$ cat src/common/pgsel_defines.svh
`ifndef PGSEL_DEFINES_SVH
`define PGSEL_DEFINES_SVH

// Register indices; byte address is four times the index
`define PGSEL_PWR_IDX        16'hF051
`define PGSEL_SEL_IDX0       16'hF100
`define PGSEL_SEL_IDX_LAST   16'hF107
`define PGSEL_SEL_STEP       16'h0001

// Reset values
`define PGSEL_PWR_RESET      16'h0000
`define PGSEL_SEL_RESET      16'h0000

// Power-enable bit positions
`define PGSEL_BIT_MIC_B      4
`define PGSEL_BIT_MIC_A      3
`define PGSEL_BIT_SPDIF_TX   2
`define PGSEL_BIT_SPDIF_RX   1
`define PGSEL_BIT_AUX_ADC    0

// Selector field positions
`define PGSEL_KIND_LSB       0
`define PGSEL_KIND_MSB       2
`define PGSEL_PAIR_LSB       3
`define PGSEL_PAIR_MSB       7

// Source kind encodings
`define PGSEL_KIND_UNUSED    3'h0
`define PGSEL_KIND_SERIAL    3'h1
`define PGSEL_KIND_CORE      3'h2
`define PGSEL_KIND_SPDIF     3'h3
`define PGSEL_KIND_MIC01     3'h4
`define PGSEL_KIND_MIC23     3'h5

// Highest legal serial pair index
`define PGSEL_PAIR_MAX       5'h17

`endif

$ cat src/common/pgsel_pkg.sv
package pgsel_pkg;

  // Power enables in register bit order, bit 0 last
  typedef struct packed {
    logic mic_pair_b_enable;
    logic mic_pair_a_enable;
    logic spdif_transmit_enable;
    logic spdif_receive_enable;
    logic aux_converter_enable;
  } pgsel_pwr_t;

  // One resampler source selector, bits [7:0]
  typedef struct packed {
    logic [4:0] serial_pair_index;
    logic [2:0] resampler_source_kind;
  } pgsel_sel_t;

  // Bus phase tracking
  typedef enum logic [0:0] {
    PGSEL_BUS_IDLE,
    PGSEL_BUS_ACCESS
  } pgsel_bus_t;

endpackage : pgsel_pkg

$ cat src/common/pgsel_if.sv
interface pgsel_if #(
  parameter int MIC_W = 24,
  parameter int ADC_W = 10,
  parameter int ADC_N = 6
);
  import pgsel_pkg::*;

  pgsel_pwr_t                    pwr;        // Power enables
  logic [3:0][MIC_W-1:0]         mic_raw;    // Live microphone words
  logic [3:0][MIC_W-1:0]         mic_held;   // Gated microphone words
  logic [ADC_N-1:0][ADC_W-1:0]   adc_raw;    // Live converter results
  logic [ADC_N-1:0][ADC_W-1:0]   adc_held;   // Gated converter results
  logic                          tx_raw;     // Encoder output
  logic                          tx_pin;     // Transmit pin level
  logic                          rx_pin;     // Receive pin level
  logic                          rx_stream;  // Stream into recovery
  logic                          rx_run;     // Recovery running

  modport ctrl (
    output pwr, mic_raw, adc_raw, tx_raw, rx_pin,
    input  mic_held, adc_held, tx_pin, rx_stream, rx_run
  );

  modport gate (
    input  pwr, mic_raw, adc_raw, tx_raw, rx_pin,
    output mic_held, adc_held, tx_pin, rx_stream, rx_run
  );

endinterface : pgsel_if

$ cat src/logic/pgsel_gate.sv
`include "pgsel_defines.svh"

module pgsel_gate #(
  parameter int MIC_W = 24,
  parameter int ADC_W = 10,
  parameter int ADC_N = 6
) (
  input  wire logic pclk,        // System clock
  input  wire logic presetn,     // Async reset, active low
  pgsel_if.gate     gif          // Enables in, gated data out
);
  import pgsel_pkg::*;

  typedef struct packed {
    logic [3:0][MIC_W-1:0]       mic;
    logic [ADC_N-1:0][ADC_W-1:0] adc;
    logic                        tx;
    logic                        rx_stream;
    logic                        rx_run;
  } pgsel_gate_st_t;

  pgsel_gate_st_t st_q;
  pgsel_gate_st_t st_d;

  // Each function follows its input only while enabled
  always_comb begin
    st_d = st_q;
    if (gif.pwr.mic_pair_a_enable) begin
      st_d.mic[0] = gif.mic_raw[0];
      st_d.mic[1] = gif.mic_raw[1];
    end
    if (gif.pwr.mic_pair_b_enable) begin
      st_d.mic[2] = gif.mic_raw[2];
      st_d.mic[3] = gif.mic_raw[3];
    end
    // Pin forced low, no clock edges leak out while off
    st_d.tx = gif.pwr.spdif_transmit_enable & gif.tx_raw;
    // Recovery sees a quiet line and stops until re-enabled
    st_d.rx_run    = gif.pwr.spdif_receive_enable;
    st_d.rx_stream = gif.pwr.spdif_receive_enable & gif.rx_pin;
    if (gif.pwr.aux_converter_enable) begin
      st_d.adc = gif.adc_raw;
    end
  end

  // Held values survive a disable, cleared only by reset
  always_ff @(posedge pclk or negedge presetn) begin
    if (!presetn) begin
      st_q <= '0;
    end else begin
      st_q <= st_d;
    end
  end

  assign gif.mic_held  = st_q.mic;
  assign gif.adc_held  = st_q.adc;
  assign gif.tx_pin    = st_q.tx;
  assign gif.rx_stream = st_q.rx_stream;
  assign gif.rx_run    = st_q.rx_run;

endmodule : pgsel_gate

$ cat src/logic/pgsel_top.sv
`include "pgsel_defines.svh"

module pgsel_top #(
  parameter int MIC_W = 24,   // Microphone word width
  parameter int ADC_W = 10,   // Converter result width
  parameter int ADC_N = 6,    // Number of converter channels
  parameter int N_SEL = 8     // Number of stereo resamplers
) (
  // Clock and reset
  input  wire logic                        pclk,                   // Bus clock
  input  wire logic                        presetn,                // Async reset, low
  // APB slave, zero wait states
  input  wire logic                        psel,                   // APB select
  input  wire logic                        penable,                // APB enable
  input  wire logic                        pwrite,                 // APB direction
  input  wire logic [17:0]                 paddr,                  // APB byte address
  input  wire logic [31:0]                 pwdata,                 // APB write data
  input  wire logic [3:0]                  pstrb,                  // APB byte strobes
  output logic      [31:0]                 prdata,                 // APB read data
  output logic                             pready,                 // APB ready
  output logic                             pslverr,                // APB error
  // Microphone words, held while their pair is off
  input  wire logic [3:0][MIC_W-1:0]       mic_data_in,            // Live mic words
  output logic      [3:0][MIC_W-1:0]       mic_data_out,           // Gated mic words
  // S/PDIF lines
  input  wire logic                        spdif_tx_data_in,       // Encoder output
  output logic                             spdif_tx_pin,           // Transmit pin
  input  wire logic                        spdif_rx_pin,           // Receive pin
  output logic                             spdif_rx_stream,        // Stream to recovery
  output logic                             spdif_rx_recover_run,   // Recovery running
  // Auxiliary converter results
  input  wire logic [ADC_N-1:0][ADC_W-1:0] adc_data_in,            // Live results
  output logic      [ADC_N-1:0][ADC_W-1:0] adc_data_out,           // Held results
  // Power enables, straight from the register
  output logic                             mic_pair_b_enable,      // Mic 2/3 on
  output logic                             mic_pair_a_enable,      // Mic 0/1 on
  output logic                             spdif_transmit_enable,  // Transmitter on
  output logic                             spdif_receive_enable,   // Receiver on
  output logic                             aux_converter_enable,   // Converters on
  // Resampler routes, one entry per stereo pair
  output logic      [N_SEL-1:0][2:0]       route_kind,             // Decoded source kind
  output logic      [N_SEL-1:0][5:0]       route_first_chan,       // Left channel number
  output logic      [N_SEL-1:0]            route_live              // Source usable now
);
  import pgsel_pkg::*;

  typedef struct packed {
    // Register port handshake
    pgsel_bus_t                bus;
    // Software-visible registers
    pgsel_pwr_t                pwr;
    pgsel_sel_t [N_SEL-1:0]    sel;
    // Answer to the current transfer
    logic                      pready;
    logic                      pslverr;
    logic [31:0]               prdata;
    // Decoded routes, one cycle behind the selectors
    logic [N_SEL-1:0][2:0]     kind;
    logic [N_SEL-1:0][5:0]     first;
    logic [N_SEL-1:0]          live;
  } pgsel_top_st_t;

  // Result of the address decode
  typedef struct packed {
    logic       hit_pwr;
    logic       hit_sel;
    logic [7:0] sel_idx;
  } pgsel_hit_t;

  // Registered state and its next value
  pgsel_top_st_t st_q;
  pgsel_top_st_t st_d;
  pgsel_hit_t    hit;
  // Bus phase strobes
  logic          setup_seen;   // Setup cycle on the bus
  logic          write_go;     // Access that may store

  // Enables in, gated data out of the gating module
  pgsel_if #(.MIC_W(MIC_W), .ADC_W(ADC_W), .ADC_N(ADC_N)) gif ();

  // Word index decode; misaligned byte addresses never hit
  // Decoded once per cycle and shared by the read and write paths
  function automatic pgsel_hit_t pgsel_decode(input logic [17:0] addr);
    pgsel_hit_t h;
    logic [15:0] idx;
    h   = '0;
    idx = addr[17:2];
    // Byte lanes 1 to 3 of a word never select a register
    if (addr[1:0] == 2'h0) begin
      h.hit_pwr = (idx == `PGSEL_PWR_IDX);
      h.hit_sel = (idx >= `PGSEL_SEL_IDX0) &&
                  (idx < `PGSEL_SEL_IDX0 + 16'(N_SEL) * `PGSEL_SEL_STEP);
      h.sel_idx = 8'(idx - `PGSEL_SEL_IDX0);
    end
    return h;
  endfunction : pgsel_decode

  // Selector kind decode; reserved encodings and pairs fall back to unused
  function automatic logic [2:0] pgsel_kind(input pgsel_sel_t s);
    logic [2:0] k;
    k = s.resampler_source_kind;
    case (k)
      `PGSEL_KIND_SERIAL: begin
        // Indices past the last pair name no existing channels,
        // so they are refused rather than wrapped
        if (s.serial_pair_index > `PGSEL_PAIR_MAX) begin
          k = `PGSEL_KIND_UNUSED;
        end
      end
      `PGSEL_KIND_CORE,
      `PGSEL_KIND_SPDIF,
      `PGSEL_KIND_MIC01,
      `PGSEL_KIND_MIC23: begin
        k = s.resampler_source_kind;
      end
      default: begin
        k = `PGSEL_KIND_UNUSED;
      end
    endcase
    return k;
  endfunction : pgsel_kind

  // Left channel of the stereo pair that feeds one resampler
  function automatic logic [5:0] pgsel_first(input pgsel_sel_t s, input logic [2:0] k,
                                             input logic [5:0] own);
    logic [5:0] c;
    c = 6'h00;
    case (k)
      `PGSEL_KIND_SERIAL: begin
        c = {s.serial_pair_index, 1'b0};
      end
      `PGSEL_KIND_CORE: begin
        // Core outputs carry no pair field; own pair is used
        c = own;
      end
      `PGSEL_KIND_SPDIF: begin
        // Receiver channels 0 and 1
        c = 6'h00;
      end
      `PGSEL_KIND_MIC01: begin
        c = 6'h00;
      end
      `PGSEL_KIND_MIC23: begin
        // Second microphone pair starts at channel 2
        c = 6'h02;
      end
      default: begin
        c = 6'h00;
      end
    endcase
    return c;
  endfunction : pgsel_first

  // Read value of the addressed register, upper bits zero
  function automatic logic [31:0] pgsel_read(input pgsel_hit_t h, input pgsel_pwr_t p,
                                             input pgsel_sel_t [N_SEL-1:0] s);
    logic [31:0] v;
    v = 32'h0000_0000;
    if (h.hit_pwr) begin
      v[`PGSEL_BIT_MIC_B]    = p.mic_pair_b_enable;
      v[`PGSEL_BIT_MIC_A]    = p.mic_pair_a_enable;
      v[`PGSEL_BIT_SPDIF_TX] = p.spdif_transmit_enable;
      v[`PGSEL_BIT_SPDIF_RX] = p.spdif_receive_enable;
      v[`PGSEL_BIT_AUX_ADC]  = p.aux_converter_enable;
    end else if (h.hit_sel) begin
      v[`PGSEL_PAIR_MSB:`PGSEL_PAIR_LSB] = s[h.sel_idx].serial_pair_index;
      v[`PGSEL_KIND_MSB:`PGSEL_KIND_LSB] = s[h.sel_idx].resampler_source_kind;
    end
    return v;
  endfunction : pgsel_read

  // Whether a decoded source can deliver samples under the present enables
  // Trade-off: lags an enable change by one cycle, like the other routes
  function automatic logic pgsel_live(input logic [2:0] k, input pgsel_pwr_t p);
    logic l;
    l = 1'b0;
    case (k)
      `PGSEL_KIND_SERIAL,
      `PGSEL_KIND_CORE: begin
        l = 1'b1;
      end
      `PGSEL_KIND_SPDIF: begin
        l = p.spdif_receive_enable;
      end
      `PGSEL_KIND_MIC01: begin
        l = p.mic_pair_a_enable;
      end
      `PGSEL_KIND_MIC23: begin
        l = p.mic_pair_b_enable;
      end
      default: begin
        // Unused and reserved kinds never carry samples
        l = 1'b0;
      end
    endcase
    return l;
  endfunction : pgsel_live

  assign hit = pgsel_decode(paddr);

  // Phase strobes; a store needs our own ready and no error
  assign setup_seen = psel && !penable;
  assign write_go   = psel && penable && st_q.pready && pwrite &&
                      !st_q.pslverr && pstrb[0];

  // Bus slave, register writes and route decode
  // pready rises one cycle after setup and stands one cycle; a store
  // lands at the edge closing the access, routes follow a cycle later.
  // Back-to-back transfers need no idle cycle between them.
  always_comb begin
    st_d         = st_q;
    st_d.pready  = 1'b0;
    st_d.pslverr = 1'b0;
    case (st_q.bus)
      PGSEL_BUS_IDLE: begin
        // Setup phase: answer is prepared so access ends at once
        if (setup_seen) begin
          st_d.bus     = PGSEL_BUS_ACCESS;
          st_d.pready  = 1'b1;
          st_d.pslverr = !(hit.hit_pwr || hit.hit_sel);
          // Writes read back zero; reads capture the register now
          if (pwrite) begin
            st_d.prdata = 32'h0000_0000;
          end else begin
            st_d.prdata = pgsel_read(hit, st_q.pwr, st_q.sel);
          end
        end
      end
      PGSEL_BUS_ACCESS: begin
        // Access always ends here: zero wait states
        st_d.bus = PGSEL_BUS_IDLE;
        if (write_go) begin
          // Only the low lane carries fields; reserved bits are dropped
          if (hit.hit_pwr) begin
            st_d.pwr.mic_pair_b_enable     = pwdata[`PGSEL_BIT_MIC_B];
            st_d.pwr.mic_pair_a_enable     = pwdata[`PGSEL_BIT_MIC_A];
            st_d.pwr.spdif_transmit_enable = pwdata[`PGSEL_BIT_SPDIF_TX];
            st_d.pwr.spdif_receive_enable  = pwdata[`PGSEL_BIT_SPDIF_RX];
            st_d.pwr.aux_converter_enable  = pwdata[`PGSEL_BIT_AUX_ADC];
          end else if (hit.hit_sel) begin
            st_d.sel[hit.sel_idx].serial_pair_index =
              pwdata[`PGSEL_PAIR_MSB:`PGSEL_PAIR_LSB];
            st_d.sel[hit.sel_idx].resampler_source_kind =
              pwdata[`PGSEL_KIND_MSB:`PGSEL_KIND_LSB];
          end
        end
      end
      default: begin
        // Unreachable with a one-bit state; falls back to idle
        st_d.bus = PGSEL_BUS_IDLE;
      end
    endcase
    // One route per resampler; mic and receiver sources are live only when powered
    // Kind is decoded first; channel and liveness use the decoded kind
    for (int n = 0; n < N_SEL; n++) begin
      st_d.kind[n]  = pgsel_kind(st_q.sel[n]);
      st_d.first[n] = pgsel_first(st_q.sel[n], st_d.kind[n], 6'(2 * n));
      st_d.live[n]  = pgsel_live(st_d.kind[n], st_q.pwr);
    end
  end

  // All enables and selectors start at zero, so everything starts off
  always_ff @(posedge pclk or negedge presetn) begin
    if (!presetn) begin
      // Field by field, so reset values come from one place
      st_q.bus     <= PGSEL_BUS_IDLE;
      st_q.pready  <= 1'b0;
      st_q.pslverr <= 1'b0;
      st_q.prdata  <= 32'h0000_0000;
      st_q.pwr     <= 5'(`PGSEL_PWR_RESET);
      for (int n = 0; n < N_SEL; n++) begin
        st_q.sel[n] <= 8'(`PGSEL_SEL_RESET);
      end
      st_q.kind    <= '0;
      st_q.first   <= '0;
      st_q.live    <= '0;
    end else begin
      st_q <= st_d;
    end
  end

  // Gating of the powered functions lives in its own module
  // Its outputs are flip-flops, so the top outputs stay registered
  pgsel_gate #(
    .MIC_W (MIC_W),
    .ADC_W (ADC_W),
    .ADC_N (ADC_N)
  ) u_gate (
    .pclk    (pclk),
    .presetn (presetn),
    .gif     (gif.gate)
  );

  // Enables and live data into the gating module
  assign gif.pwr     = st_q.pwr;
  assign gif.mic_raw = mic_data_in;
  assign gif.adc_raw = adc_data_in;
  assign gif.tx_raw  = spdif_tx_data_in;
  assign gif.rx_pin  = spdif_rx_pin;

  // Outputs, all straight from flip-flops
  // pready and pslverr stand one cycle; prdata holds until the next setup, which loads zero for a write
  assign prdata                = st_q.prdata;
  assign pready                = st_q.pready;
  assign pslverr               = st_q.pslverr;
  // Gated data from the gating module
  assign mic_data_out          = gif.mic_held;
  assign adc_data_out          = gif.adc_held;
  assign spdif_tx_pin          = gif.tx_pin;
  assign spdif_rx_stream       = gif.rx_stream;
  assign spdif_rx_recover_run  = gif.rx_run;
  // Power enables and decoded routes
  assign mic_pair_b_enable     = st_q.pwr.mic_pair_b_enable;
  assign mic_pair_a_enable     = st_q.pwr.mic_pair_a_enable;
  assign spdif_transmit_enable = st_q.pwr.spdif_transmit_enable;
  assign spdif_receive_enable  = st_q.pwr.spdif_receive_enable;
  assign aux_converter_enable  = st_q.pwr.aux_converter_enable;
  assign route_kind            = st_q.kind;
  assign route_first_chan      = st_q.first;
  assign route_live            = st_q.live;

endmodule : pgsel_top

$ cat config.mk
export PLATFORM = sky130hd
export DESIGN_NAME = pgsel_top
export DESIGN_NICKNAME = d
export VERILOG_FILES = /design/src/common/pgsel_pkg.sv /design/src/common/pgsel_if.sv /design/src/logic/pgsel_gate.sv /design/src/logic/pgsel_top.sv
export VERILOG_INCLUDE_DIRS = /design/src /design/src/common
export SDC_FILE = /design/constraint.sdc
export NUM_CORES = 1
export LEC_CHECK = 0
export ABC_AREA = 1
export BUFFER_PORTS_ARGS = -buffer_cell sky130_fd_sc_hd__clkbuf_2
export CORE_AREA = 2 2 192 194
export DETAILED_ROUTE_END_ITERATION = 16
export DIE_AREA = 0 0 194 196
export PLACE_DENSITY = 0.66
export SLEW_MARGIN = 5
export SYNTH_ARGS = -nofsm -noshare
export SYNTH_HDL_FRONTEND = slang
export SYNTH_SLANG_ARGS = --single-unit
$ cat constraint.sdc
create_clock -name pclk -period 1.35 [get_ports pclk]
set_input_delay 0.135 -clock pclk [delete_from_list [all_inputs] [get_ports pclk]]
set_output_delay 0.135 -clock pclk [all_outputs]
set_load 0.01 [all_outputs]
# Word level (Yosys, flattened, before mapping)
# Cells that the tools add are included.
[word_totals]
output_inout_bits = 278
input_bits = 217
elab_cells = 235
register_bits = 343
[classes]
n_eq_ne = 81
reduce_logical = 33
muxes = 49
n_addsub = 1
bitwise = 4
order_cmp = 12
[ops]
columns = ["operator", "n"]
rows = [
  ["$bwmux W64", 2],
  ["$pmux W6 S3", 6],
  ["$eq A3 B2 Y1 const B", 32],
  ["$eq A3 B3 Y1 const B", 32],
  ["$mux W34", 2],
  ["$demux W8 S3", 2],
  ["$eq A3 B1 Y1 const B", 16],
  ["$pmux W3 S2", 8],
  ["$gt A5 B5 Y1 const B", 8],
  ["$mux W8", 4],
  ["$pmux W1 S4", 8],
  ["$reduce_or A4 Y1", 8],
  ["$mux W3", 10],
  ["$bmux W8 S3", 1],
  ["$pmux W6 S2", 2],
  ["$reduce_or A2 Y1", 9],
  ["$eq A16 B16 Y1 const B", 1],
  ["$ge A16 B16 Y1 const B", 1],
  ["$lt A16 B16 Y1 const B", 1],
  ["$mux W10", 1],
  ["$ge A8 B1 Y1 const B", 1],
  ["$logic_and A1 B1 Y1", 8],
  ["$lt A8 B4 Y1 const B", 1],
  ["$sub A8 B1 Y8 const B", 1],
  ["other kinds (11)", 15],
]

# Longest topological paths before layout
# Gate-level depths: netlist of run 1.
[depth]
depth_word = 10
ltp_mapped = 13
ltp_nobuf = 11

# Hierarchy
# A second synthesis of run 1 with hierarchy kept.
[unflattened]
hier_cells = 1554
area_unflattened_um2 = 13511.7
[modules_own_cells]
columns = ["module", "seq_area_each_um2", "area_each_um2", "n_inst", "cells_per_inst"]
rows = [
  ["pgsel_top", 3778.6, 7564.8, 1, 887],
  ["pgsel_gate", 3978.8, 5947.0, 1, 667],
]

# Worst setup path after synthesis of run 1
# Ideal clock, no wire load.
[synth_path]
path_type = "reg-to-reg"
start = "register st_q[139] (netlist name)"
end = "register st_q, in the netlist route_first_chan[20]"
t_arrival_ns = 1.398
period_less_slack_ns = 1.481
t_required_ns = 1.267
n_path_buf = 0
setup_slack_ns = -0.131
stages_incl_launch_ff = 8
setup_time_ns = 0.083
cell_sequence = "dfrtp_1 -> inv_1 -> ha_1 -> o21ai_0 -> nand2_1 -> nor2_1 -> inv_1 -> o21ai_0"
[synth_lines]
columns = ["element", "line_no", "rtl"]
rows = [
  ["from (decl)", "pgsel_top.sv:71", "pgsel_top_st_t st_q;"],
  ["from (signal assigned)", "pgsel_top.sv:278", "st_q <= st_d;"],
]

==> reports/results.txt, run 1 <==
Die Height = 196 um
commonest register cell after synthesis = sky130_fd_sc_hd__dfrtp_1
post-route worst hold slack = 0.0928 ns
Slew headroom = 0.641
first-iteration detailed-routing DRC count = 824
proportion of layout cells with a drive suffix above 1 = 0.341
most instantiated library cell after synthesis = sky130_fd_sc_hd__nand2_1
largest area contributor in the netlist = sky130_fd_sc_hd__dfrtp_1
number of buffers on the longest clock path = 3
timing-limited maximum frequency = 695 MHz
FF/Latch Area = 7770 sq um
area inside the core boundary = 36100 sq um
first-pass iteration count of the detailed router = 5
final-report max-slew violation count = 0
final antenna diode count = 0
switching fraction of total power = 0.234
number of standard cells after synthesis = 1556
cell with the biggest individual delay on the critical path = sky130_fd_sc_hd__dfrtp_2
post-layout util = 0.555
failing checks = negative setup slack
sort of element at the start of the critical path = flip-flop
critical-path maximum fanout = 3
Layout Nets = 2431
Boundary Pins = 495
Fillers = 3111
Post-synth EDFFs = 0
pin count of the biggest net entering global routing = 61
required time worst endpoint = 1.75 ns
async set-reset flop share out of synthesis = 1.00
vias per cell = 4.74
worst setup timing slack at the placement stage = -0.424 ns
# port buffers = 435
Worst EP arrival = 1.84 ns
Avg WL per Cell = 18.1 um
number of buffers created by CTS = 36
clock period minus final worst setup slack = 1.44 ns
Global Route Usage Sum = 0.252
Synth Area per Inst = 8.59 sq um
clock transition at the registers of the reported paths = 0.06 ns
PD cells = 1100 nW/um^2
portion of total power attributed to combinational logic = 0.091
most frequent cells after synthesis = 669 x sky130_fd_sc_hd__nand2_1, 310 x sky130_fd_sc_hd__dfrtp_1, 113 x sky130_fd_sc_hd__buf_4
detailed-placement wirelength estimate = 32.7 mm
via count = 12.8k
number of design rule violations left after detail routing = 0
vias in the first global route = 13.3k
layout overhead on the synthesized area = 49.8%
number of warnings reported in the yosys synthesis log = 0
number of cell rows = 70
CTS root buffer = sky130_fd_sc_hd__clkbuf_16
sequential element share of the synthesized area = 0.580
worst slew pin tran = 0.537 ns
clock tree from TritonCTS = done
max-cap violations = 0
path class of the lowest-slack min-delay path = primary input to flip-flop
Clock Latency Late Sink = 0.54 ns
Hold Vio Cnt, Final = 0
largest stage delay on the critical path = 0.44 ns
Clk network pwr share = 0.469
worst setup path category = flip-flop to flip-flop
number of nets with antenna violations after detailed routing = 0
antenna violations before repair = 0
Die X-Extent = 194 um
number of levels in the clock H-tree = 2
Pleak = 10.7 nW
post-synthesis instance area = 13400 sq um
result of the run = finished with violations
distinct cell type count after synthesis = 30
routed wire length = 48.9 mm
setup clock skew after layout = 0.0151 ns
placer congestion estimate = 0.950
share of Yosys cell area claimed by the top area cell type = 0.580
main area contributors after synthesis = sky130_fd_sc_hd__dfrtp_1 58%, sky130_fd_sc_hd__nand2_1 19%, sky130_fd_sc_hd__buf_4 6.3%
capturing element type of the critical path = flip-flop
smallest setup slack after layout = -0.0890 ns
flops & latches, synth = 310
Int Power = 0.0168 W
grt ovf = 0
register share of total power = 0.440
number of setup violations in the final report = 38
list of cells traversed by the critical path = ha_4, o21ai_4, inv_1, o211ai_1, nand3_1
RSZ-0062 raised after global routing = true
first-pass GRT wire length = 73.7 mm
starting density of the core = 0.371
total buffers and inverters traversed by the critical path = 1
net switching component of the power = 0.00516 W
maximum VDD drop = 1.07 mV
CTS sink count = 310
total die area = 38000 sq um
area of the multi-input gates = 4740 sq um
cell family contributing the most delay on the critical path = flip-flops
final cycle utilization of the critical path = 1.07
## stage by stage
stage / total power [W] / std cells / TNS, ns / area (sq um)
2_1_floorplan: 0.0104 / 1587 / -0.541 / 13500
3_3_place_gp: 0.0114 / 2440 / -26.67 / 16200
3_5_place_dp: 0.0114 / 2440 / -28.24 / 16200
4_1_cts: 0.0222 / 2688 / -2.42 / 19700
5_1_grt: 0.0228 / 2695 / -8.05 / 20000
6_report: 0.0220 / 2695 / -1.79 / 20000
## path summary, 6_finish.rpt
kind / from / endpoint / slack [ns] / depth (start not counted)
worst min register to register: u_gate.gif.mic_held[57] / u_gate.gif.mic_held[57] / 0.46 / 2
max in group asynchronous: presetn / u_gate.gif.mic_held[1] / 0.61 / 3
worst min-delay path: penable / st_q[183] / 0.09 / 5
worst max-delay path: st_q[140] / route_live[3] / -0.09 / 5
min in group asynchronous: presetn / u_gate.gif.mic_held[82] / 0.11 / 2
worst max register to register: st_q[140] / route_live[3] / -0.09 / 5
## power by group through the flow
| stage | Sequential (W) | Combinational (W) | Clock, W |
|---|---|---|---|
| final | 0.00969 | 0.00200 | 0.0103 |
| after CTS | 0.00968 | 0.00197 | 0.0105 |
| after global routing | 0.00971 | 0.00217 | 0.0109 |
| after detailed placement | 0.00984 | 0.00158 | 0 |
| after global placement | 0.00984 | 0.00155 | 0 |
| after floorplan | 0.00995 | 0.000455 | 0 |
## routing by layer
layer  part of all wire  GRT usage  vias to the layer above
met4              0.057      0.149                        0
met5                  0          0                        -
met1               0.36      0.282                     6051
met2               0.52      0.449                      571
li1                   -          -                     5988
met3              0.064     0.0469                      153
## cells by family (layout without fill, tap and decap cells)
logic type,Yosys count,in the layout,share of synthesized area
fa+ha+maj,9,9,0.00842
other cells,1,32,0.000280
buf+inv,279,915,0.112
compound gates,135,135,0.0569
simple gates,822,826,0.243
flops,310,310,0.580
## layout make-up
cell class | count | area share
sequential | 310 | 0.388
inverter | 116 | 0.0222
clock inverter | 13 | 0.0112
tap | 468 | 0.0292
timing repair buffer | 739 | 0.263
clock buffer | 47 | 0.0501
multi-input combinational | 1002 | 0.237
## state kept, by name, summed over array words and instances, names as in the netlist
| name | flops |
|---|---|
| pslverr | 1 |
| route_live | 8 |
| u_gate.gif.rx_stream | 1 |
| route_first_chan | 40 |
| st_q | 65 |
| u_gate.gif.adc_held | 60 |
| u_gate.gif.tx_pin | 1 |
| aux_converter_enable | 1 |
| mic_pair_a_enable | 1 |
| spdif_transmit_enable | 1 |
| spdif_receive_enable | 1 |
| mic_pair_b_enable | 1 |
| prdata | 8 |
| route_kind | 24 |
| u_gate.gif.rx_run | 1 |
| u_gate.gif.mic_held | 96 |
## worst reg2reg max path, delay by kind of cell, from the launching register on
kind	cells	cell delay, ns
flip-flops	1	0.44
AO/OA/AOI/OAI	2	0.40
AND/OR/NAND/NOR	1	0.13
buffers and inverters	1	0.08
adder cells (fa/ha/maj)	1	0.26
## cell usage in the layout (no fill, tap or decap), drive strengths merged
| master | n |
|---|---|
| nand2 | 679 |
| clkbuf | 477 |
| dfrtp | 310 |
| dlygate4sd3 | 164 |
| buf | 140 |
| inv | 116 |
| o21ai | 110 |
| nor2 | 78 |
| nand3 | 46 |
| conb | 32 |
| nand4 | 13 |
| nor3 | 10 |
| ha | 9 |
| o211ai | 7 |
| o22ai | 6 |
| bufinv | 6 |
| clkinv | 6 |
| bufbuf | 5 |
| o2111ai | 5 |
| a21oi | 3 |
| a31oi | 2 |
| o21a | 2 |
| clkinvlp | 1 |
## timing repair
item	in CTS	in global routing
buffers inserted	15	9
setup endpoints to repair	84	136
gates cloned	9	1
hold endpoints to repair	473	0
hold buffers	164	0
resized for setup	73	83
pin swaps	17	31
(Power assumes the default switching activity.)
==> inputs of run 2 (changes only) <==
--- a/config.mk
+++ b/config.mk
@@ -6,11 +6,10 @@
 export SDC_FILE = /design/constraint.sdc
 export NUM_CORES = 1
 export LEC_CHECK = 0
-export ABC_AREA = 1
 export BUFFER_PORTS_ARGS = -buffer_cell sky130_fd_sc_hd__clkbuf_2
-export CORE_AREA = 2 2 192 194
+export CORE_AREA = 2 2 191 193
 export DETAILED_ROUTE_END_ITERATION = 16
-export DIE_AREA = 0 0 194 196
+export DIE_AREA = 0 0 193 195
 export PLACE_DENSITY = 0.66
 export SLEW_MARGIN = 5
 export SYNTH_ARGS = -nofsm -noshare
==> run 2 against run 1 <==
  * The run still ends with negative setup slack left
  * Wire length decreased by 12%
  * Synthesized cell count decreased by 37%
  * Global-route usage decreased by 3.3 points
  * Critical path type unchanged
  * Highest routed layer unchanged
==> reports/results.txt, run 2 <==
result of the run = finished with violations
failing checks = negative setup slack
Hold Vio Cnt, Final = 0
number of design rule violations left after detail routing = 0
largest area contributor in the netlist = sky130_fd_sc_hd__dfrtp_1
Fillers = 2873
proportion of layout cells with a drive suffix above 1 = 0.573
max-cap violations = 0
placer congestion estimate = 0.911
detailed-placement wirelength estimate = 29.3 mm
grt ovf = 0
flops & latches, synth = 310
Final Instance Area = 19800 sq um
maximum VDD drop = 0.903 mV
most instantiated library cell after synthesis = sky130_fd_sc_hd__dfrtp_1
Avg WL per Cell = 20.1 um
via count = 10.2k
sort of element at the start of the critical path = flip-flop
Post-synth EDFFs = 0
Synth Area per Inst = 13.6 sq um
commonest register cell after synthesis = sky130_fd_sc_hd__dfrtp_1
number of warnings reported in the yosys synthesis log = 0
vias in the first global route = 10.9k
final cycle utilization of the critical path = 1.25
setup clock skew after layout = 0.00996 ns
capturing element type of the critical path = flip-flop
Clock Latency Late Sink = 0.58 ns
clock transition at the registers of the reported paths = 0.07 ns
Die X-Extent = 193 um
share of Yosys cell area claimed by the top area cell type = 0.585
global-route track usage on met3 = 0.0399
distinct cell type count after synthesis = 67
number of setup violations in the final report = 94
total buffers and inverters traversed by the critical path = 0
FF/Latch Area = 7770 sq um
number of nets with antenna violations after detailed routing = 0
CTS root buffer = sky130_fd_sc_hd__clkbuf_16
layout overhead on the synthesized area = 49.5%
number of levels in the clock H-tree = 1
number of buffers on the longest clock path = 3
list of cells traversed by the critical path = nand4_1, nor3b_2, and2b_2, and4_4, mux2_4
routing usage on met2 = 0.399
antenna violations before repair = 0
layer with the highest usage after global routing = met2
top library cells by usage in the layout, fill and taps aside = 429 x sky130_fd_sc_hd__clkbuf_2, 301 x sky130_fd_sc_hd__dfrtp_1, 219 x sky130_fd_sc_hd__mux2_2
clock period minus final worst setup slack = 1.69 ns
first-pass iteration count of the detailed router = 5
Layout Nets = 1871
most common cell after layout, fill and taps aside = sky130_fd_sc_hd__clkbuf_2
timing-limited maximum frequency = 590 MHz
Worst EP arrival = 2.15 ns
placed cell areas = 16500 sq um
most frequent cells after synthesis = 310 x sky130_fd_sc_hd__dfrtp_1, 229 x sky130_fd_sc_hd__mux2_2, 115 x sky130_fd_sc_hd__buf_4
number of buffers created by CTS = 31
worst setup path category = flip-flop to flip-flop
first-pass GRT wire length = 62.8 mm
final-report max-slew violation count = 0
Die Height = 195 um
cell with the biggest individual delay on the critical path = sky130_fd_sc_hd__dfrtp_1
cell family contributing the most delay on the critical path = simple AND/OR/NAND/NOR gates
sequential element share of the synthesized area = 0.585
CTS sink count = 310
RSZ-0062 raised after global routing = true
clock tree from TritonCTS = done
pin count of the biggest net entering global routing = 72
async set-reset flop share out of synthesis = 1.00
Pleak = 10.5 nW
main area contributors after synthesis = sky130_fd_sc_hd__dfrtp_1 59%, sky130_fd_sc_hd__mux2_2 19%, sky130_fd_sc_hd__buf_4 6.5%
routed wire length = 42.8 mm
vias per cell = 4.78
first-iteration detailed-routing DRC count = 325
placed insts = 1887
number of standard cells after synthesis = 978
Global Route Usage Sum = 0.219
total die area = 37600 sq um
area of the multi-input gates = 4990 sq um
largest stage delay on the critical path = 0.36 ns
number of flip-flops under the largest register name = 96
# port buffers = 435
non-filler instance count after layout = 2130
final antenna diode count = 0
area inside the core boundary = 35400 sq um
post-synthesis instance area = 13300 sq um
required time worst endpoint = 1.81 ns
starting density of the core = 0.375
worst setup timing slack at the placement stage = -0.637 ns
critical-path maximum fanout = 8
PD cells = 978 nW/um^2
number of cell rows = 69
smallest setup slack after layout = -0.344 ns
GR Util met1 = 0.253
Boundary Pins = 495
path class of the lowest-slack min-delay path = primary input to flip-flop
==> run 2: cell types whose count changed in the layout (fill, tap and decap cells not counted), sizes merged, moves of 35 or more <==
cell | before | now
mux2 | 0 | 229
inv | 116 | 17
nand2 | 679 | 22
nor2 | 78 | 20
nand3 | 46 | 11
o21ai | 110 | 20
==> run 2: kinds of logic (layout without fill, tap and decap cells) <==
logic type                 count (synthesis)  in the layout  share of synthesized area
other                                      1             32                   0.000283
and+or+nand+nor                          152            152                     0.0721
adders and majority gates                  9              9                    0.00849
buffers and inverters                    168            827                     0.0816
DFF                                      310            310                      0.585
AOI/OAI and AO/OA                         98             99                     0.0485
muxes                                    240            240                      0.204
==> run 2: per-stage QoR <==
| stage | hold slack (ns) | TNS, ns | power [W] | utilization |
|---|---|---|---|---|
| after floorplan | -0.161 | -18.23 | 0.00974 | - |
| after global placement | -0.0381 | -39.09 | 0.0104 | 0.466 |
| after detailed placement | -0.0343 | -46.84 | 0.0104 | 0.466 |
| after CTS | 0.0183 | -20.89 | 0.0196 | 0.554 |
| after global routing | 0.0544 | -28.97 | 0.0201 | 0.560 |
| final | 0.0606 | -22.61 | 0.0194 | 0.560 |
==> run 2: final cells by class <==
class / instances / share of cell area
clock buffers: 40 / 0.0429
clock inverters: 17 / 0.00972
multi-input cells: 532 / 0.252
repair buffers: 754 / 0.271
flip-flops and latches: 310 / 0.392
well taps: 461 / 0.0291
inverters: 16 / 0.00316
==> run 2: worst paths after layout <==
kind,from,to,slack (ns),cells past startpoint
max,st_q[183],st_q[156],-0.34,5
min,pwdata[7],st_q[121],0.06,2
max reg2reg,st_q[183],st_q[156],-0.34,5
min reg2reg,u_gate.gif.mic_held[0],u_gate.gif.mic_held[0],0.50,1
max in group asynchronous,presetn,st_q[140],0.37,3
min in group asynchronous,presetn,u_gate.gif.mic_held[90],0.13,3
==> run 2: report_power, final <==
group / total (W) / leakage [nW] / switching (W) / internal, W
sequential: 0.00930 / 4.32 / 0.00000444 / 0.00930
combinational: 0.00134 / 5.64 / 0.000643 / 0.000695
clock: 0.00874 / 0.493 / 0.00371 / 0.00504
total: 0.0194 / 10.5 / 0.00435 / 0.0150
==> run 2: worst register-to-register path, stage by stage, from the launching register on <==
cell,delay [ns]
sky130_fd_sc_hd__dfrtp_1,0.36
sky130_fd_sc_hd__nand4_1,0.11
sky130_fd_sc_hd__nor3b_2,0.24
sky130_fd_sc_hd__and2b_2,0.22
sky130_fd_sc_hd__and4_4,0.32
sky130_fd_sc_hd__mux2_4,0.32
==> run 2: what timing repair did <==
item	CTS	global route
endpoints found under the hold margin	468	0
pin swaps	25	17
hold buffers	160	0
resized for setup	71	38
cloned	2	0
endpoints found under the setup margin	102	128
buffers inserted	22	8
==> run 2: layer usage <==
metal | part of all wire | wire length, um | up-vias
met1 | 0.38 | 16200 | 5077
met2 | 0.52 | 22400 | 360
met3 | 0.062 | 2660 | 98
met5 | 0 | 0 | -
li1 | - | - | 4653
met4 | 0.036 | 1540 | 0
==> inputs of run 3 (changes only) <==
--- a/config.mk
+++ b/config.mk
@@ -11,6 +11,7 @@
 export DETAILED_ROUTE_END_ITERATION = 16
 export DIE_AREA = 0 0 193 195
 export PLACE_DENSITY = 0.66
+export RECOVER_POWER = 25
 export SLEW_MARGIN = 5
 export SYNTH_ARGS = -nofsm -noshare
 export SYNTH_HDL_FRONTEND = slang
==> constraint.sdc (replaced) <==
create_clock -name pclk -period 1.35 [get_ports pclk]
set_input_delay 0.2025 -clock pclk [delete_from_list [all_inputs] [get_ports pclk]]
set_output_delay 0.2025 -clock pclk [all_outputs]
set_load 0.01 [all_outputs]
==> run 3 against run 2 <==
  * The run still ends with negative setup slack left
  * Via count is 1.8% higher
  * Sequential cell count unchanged
  * First-iteration DRC count grew 20%
  * Cell area increased by 1.3%
  * Die area unchanged
  * Wire length is 1.4% higher
  * Core utilization increased by 0.75 points
  * Global-route usage increased by 0.093 points
  * Clock skew rose by 0.0094 ns
  * Critical endpoint is now route_live[7]
==> reports/results.txt, run 3 (synthesis results as in run 2) <==
clock period minus final worst setup slack = 1.71 ns
failing checks = negative setup slack
max-cap violations = 0
sort of element at the start of the critical path = flip-flop
critical-path maximum fanout = 4
pin count of the biggest net entering global routing = 45
global-route track usage on met3 = 0.0410
setup clock skew after layout = 0.0194 ns
number of flip-flops under the largest register name = 96
number of buffers on the longest clock path = 3
CTS sink count = 310
Hold Vio Cnt, Final = 0
capturing element type of the critical path = flip-flop
layer with the highest usage after global routing = met2
number of levels in the clock H-tree = 2
final-report max-slew violation count = 0
vias per cell = 4.84
proportion of layout cells with a drive suffix above 1 = 0.581
CTS root buffer = sky130_fd_sc_hd__clkbuf_16
Worst EP arrival = 2.09 ns
RSZ-0062 raised after global routing = true
required time worst endpoint = 1.73 ns
post-route worst hold slack = 0.147 ns
antenna violations before repair = 2
most common cell after layout, fill and taps aside = sky130_fd_sc_hd__clkbuf_2
layout overhead on the synthesized area = 51.5%
starting density of the core = 0.375
worst slew pin tran = 1.08 ns
placer congestion estimate = 0.933
detailed-placement wirelength estimate = 29.1 mm
Global Route Usage Sum = 0.220
Avg WL per Cell = 20.3 um
number of buffers created by CTS = 35
first-pass iteration count of the detailed router = 4
area inside the core boundary = 35400 sq um
Pleak = 10.6 nW
via count = 10.4k
vias in the first global route = 10.8k
Setup TNS = -25.68 ns
smallest setup slack after layout = -0.363 ns
top library cells by usage in the layout, fill and taps aside = 429 x sky130_fd_sc_hd__clkbuf_2, 299 x sky130_fd_sc_hd__dfrtp_1, 220 x sky130_fd_sc_hd__mux2_2
GR Util met1 = 0.265
final cycle utilization of the critical path = 1.27
routing usage on met2 = 0.391
worst setup path category = flip-flop to flip-flop
Slew headroom = 0.279
clock tree from TritonCTS = done
number of design rule violations left after detail routing = 0
total die area = 37600 sq um
total design power = 0.0203 W
result of the run = finished with violations
# port buffers = 435
Boundary Pins = 495
number of cell rows = 69
first-pass GRT wire length = 63.0 mm
path class of the lowest-slack min-delay path = primary input to flip-flop
Clock Latency Late Sink = 0.52 ns
Die Height = 195 um
timing-limited maximum frequency = 584 MHz
maximum VDD drop = 0.659 mV
grt ovf = 0
number of nets with antenna violations after detailed routing = 0
post-layout util = 0.567
number of setup violations in the final report = 164
first-iteration detailed-routing DRC count = 390
routed wire length = 43.4 mm
Die X-Extent = 193 um
Layout Nets = 1881
PD cells = 1010 nW/um^2
clock transition at the registers of the reported paths = 0.06 ns
-- run 3: changes by cell type in the layout (fill, tap and decap cells not counted), sizes merged --
cell	delta
diode	+2
clkinvlp	-4
dlygate4sd3	-1
bufbuf	-1
o21ai	-1
clkbuf	+12
buf	+5
-- run 3: final timing paths --
path                                    startpoint                       to  slack (ns)  depth (start not counted)
max                                      st_q[172]            route_live[7]       -0.36                          5
min                                         pwrite                prdata[1]        0.15                          4
max reg2reg                              st_q[172]            route_live[7]       -0.36                          5
min reg2reg                u_gate.gif.mic_held[90]  u_gate.gif.mic_held[90]        0.51                          1
max in group asynchronous                  presetn  u_gate.gif.mic_held[55]       -0.08                          4
min in group asynchronous                  presetn  u_gate.gif.mic_held[41]        0.41                          2
-- run 3: metrics by stage --
| stage | std cells | setup WS (ns) | area (sq um) |
|---|---|---|---|
| after detailed placement | 1890 | -0.659 | 16500 |
| final | 2142 | -0.363 | 20100 |
| after floorplan | 1009 | -0.405 | 13600 |
| after global routing | 2142 | -0.428 | 20100 |
| after global placement | 1890 | -0.611 | 16500 |
| after CTS | 2129 | -0.342 | 19800 |
-- run 3: layer usage --
metal | vias up | share of wire | routed length (um)
li1 | 4686 | - | -
met1 | 5217 | 0.39 | 17100
met2 | 388 | 0.51 | 22300
met3 | 79 | 0.062 | 2710
met4 | 0 | 0.030 | 1300
met5 | - | 0 | 0
-- run 3: power breakdown --
part,switching (W),internal (W),total (W)
Clock,0.00381,0.00582,0.00963
Sequential,0.00000866,0.00930,0.00931
Combinational,0.000642,0.000690,0.00133
-- run 3: critical path: stages, from the launching register on --
cell and delay, ns:
sky130_fd_sc_hd__dfrtp_2 0.44, sky130_fd_sc_hd__a211o_1 0.32, sky130_fd_sc_hd__a21boi_4 0.18, sky130_fd_sc_hd__mux2i_1 0.23, sky130_fd_sc_hd__nor4b_1 0.07, sky130_fd_sc_hd__or3_1 0.33
-- run 3: what timing repair did --
item / 4_1_cts / 5_1_grt
endpoints found under the setup margin: 104 / 128
hold buffers: 159 / 0
endpoints found under the hold margin: 386 / 0
gates cloned: 2 / 3
pin swaps: 33 / 24
setup buffers: 19 / 13
resized for setup: 75 / 51
-- run 3: area by class of cell --
cell class | instances | area (sq um)
Inverter | 16 | 65.1
Timing Repair Buffer | 761 | 5470
Fill cell | 2849 | 15300
Clock buffer | 48 | 1010
Multi-Input combinational cell | 531 | 5010
Sequential cell | 310 | 7770
Antenna cell | 2 | 5.00
Clock inverter | 13 | 170
Tap cell | 461 | 577
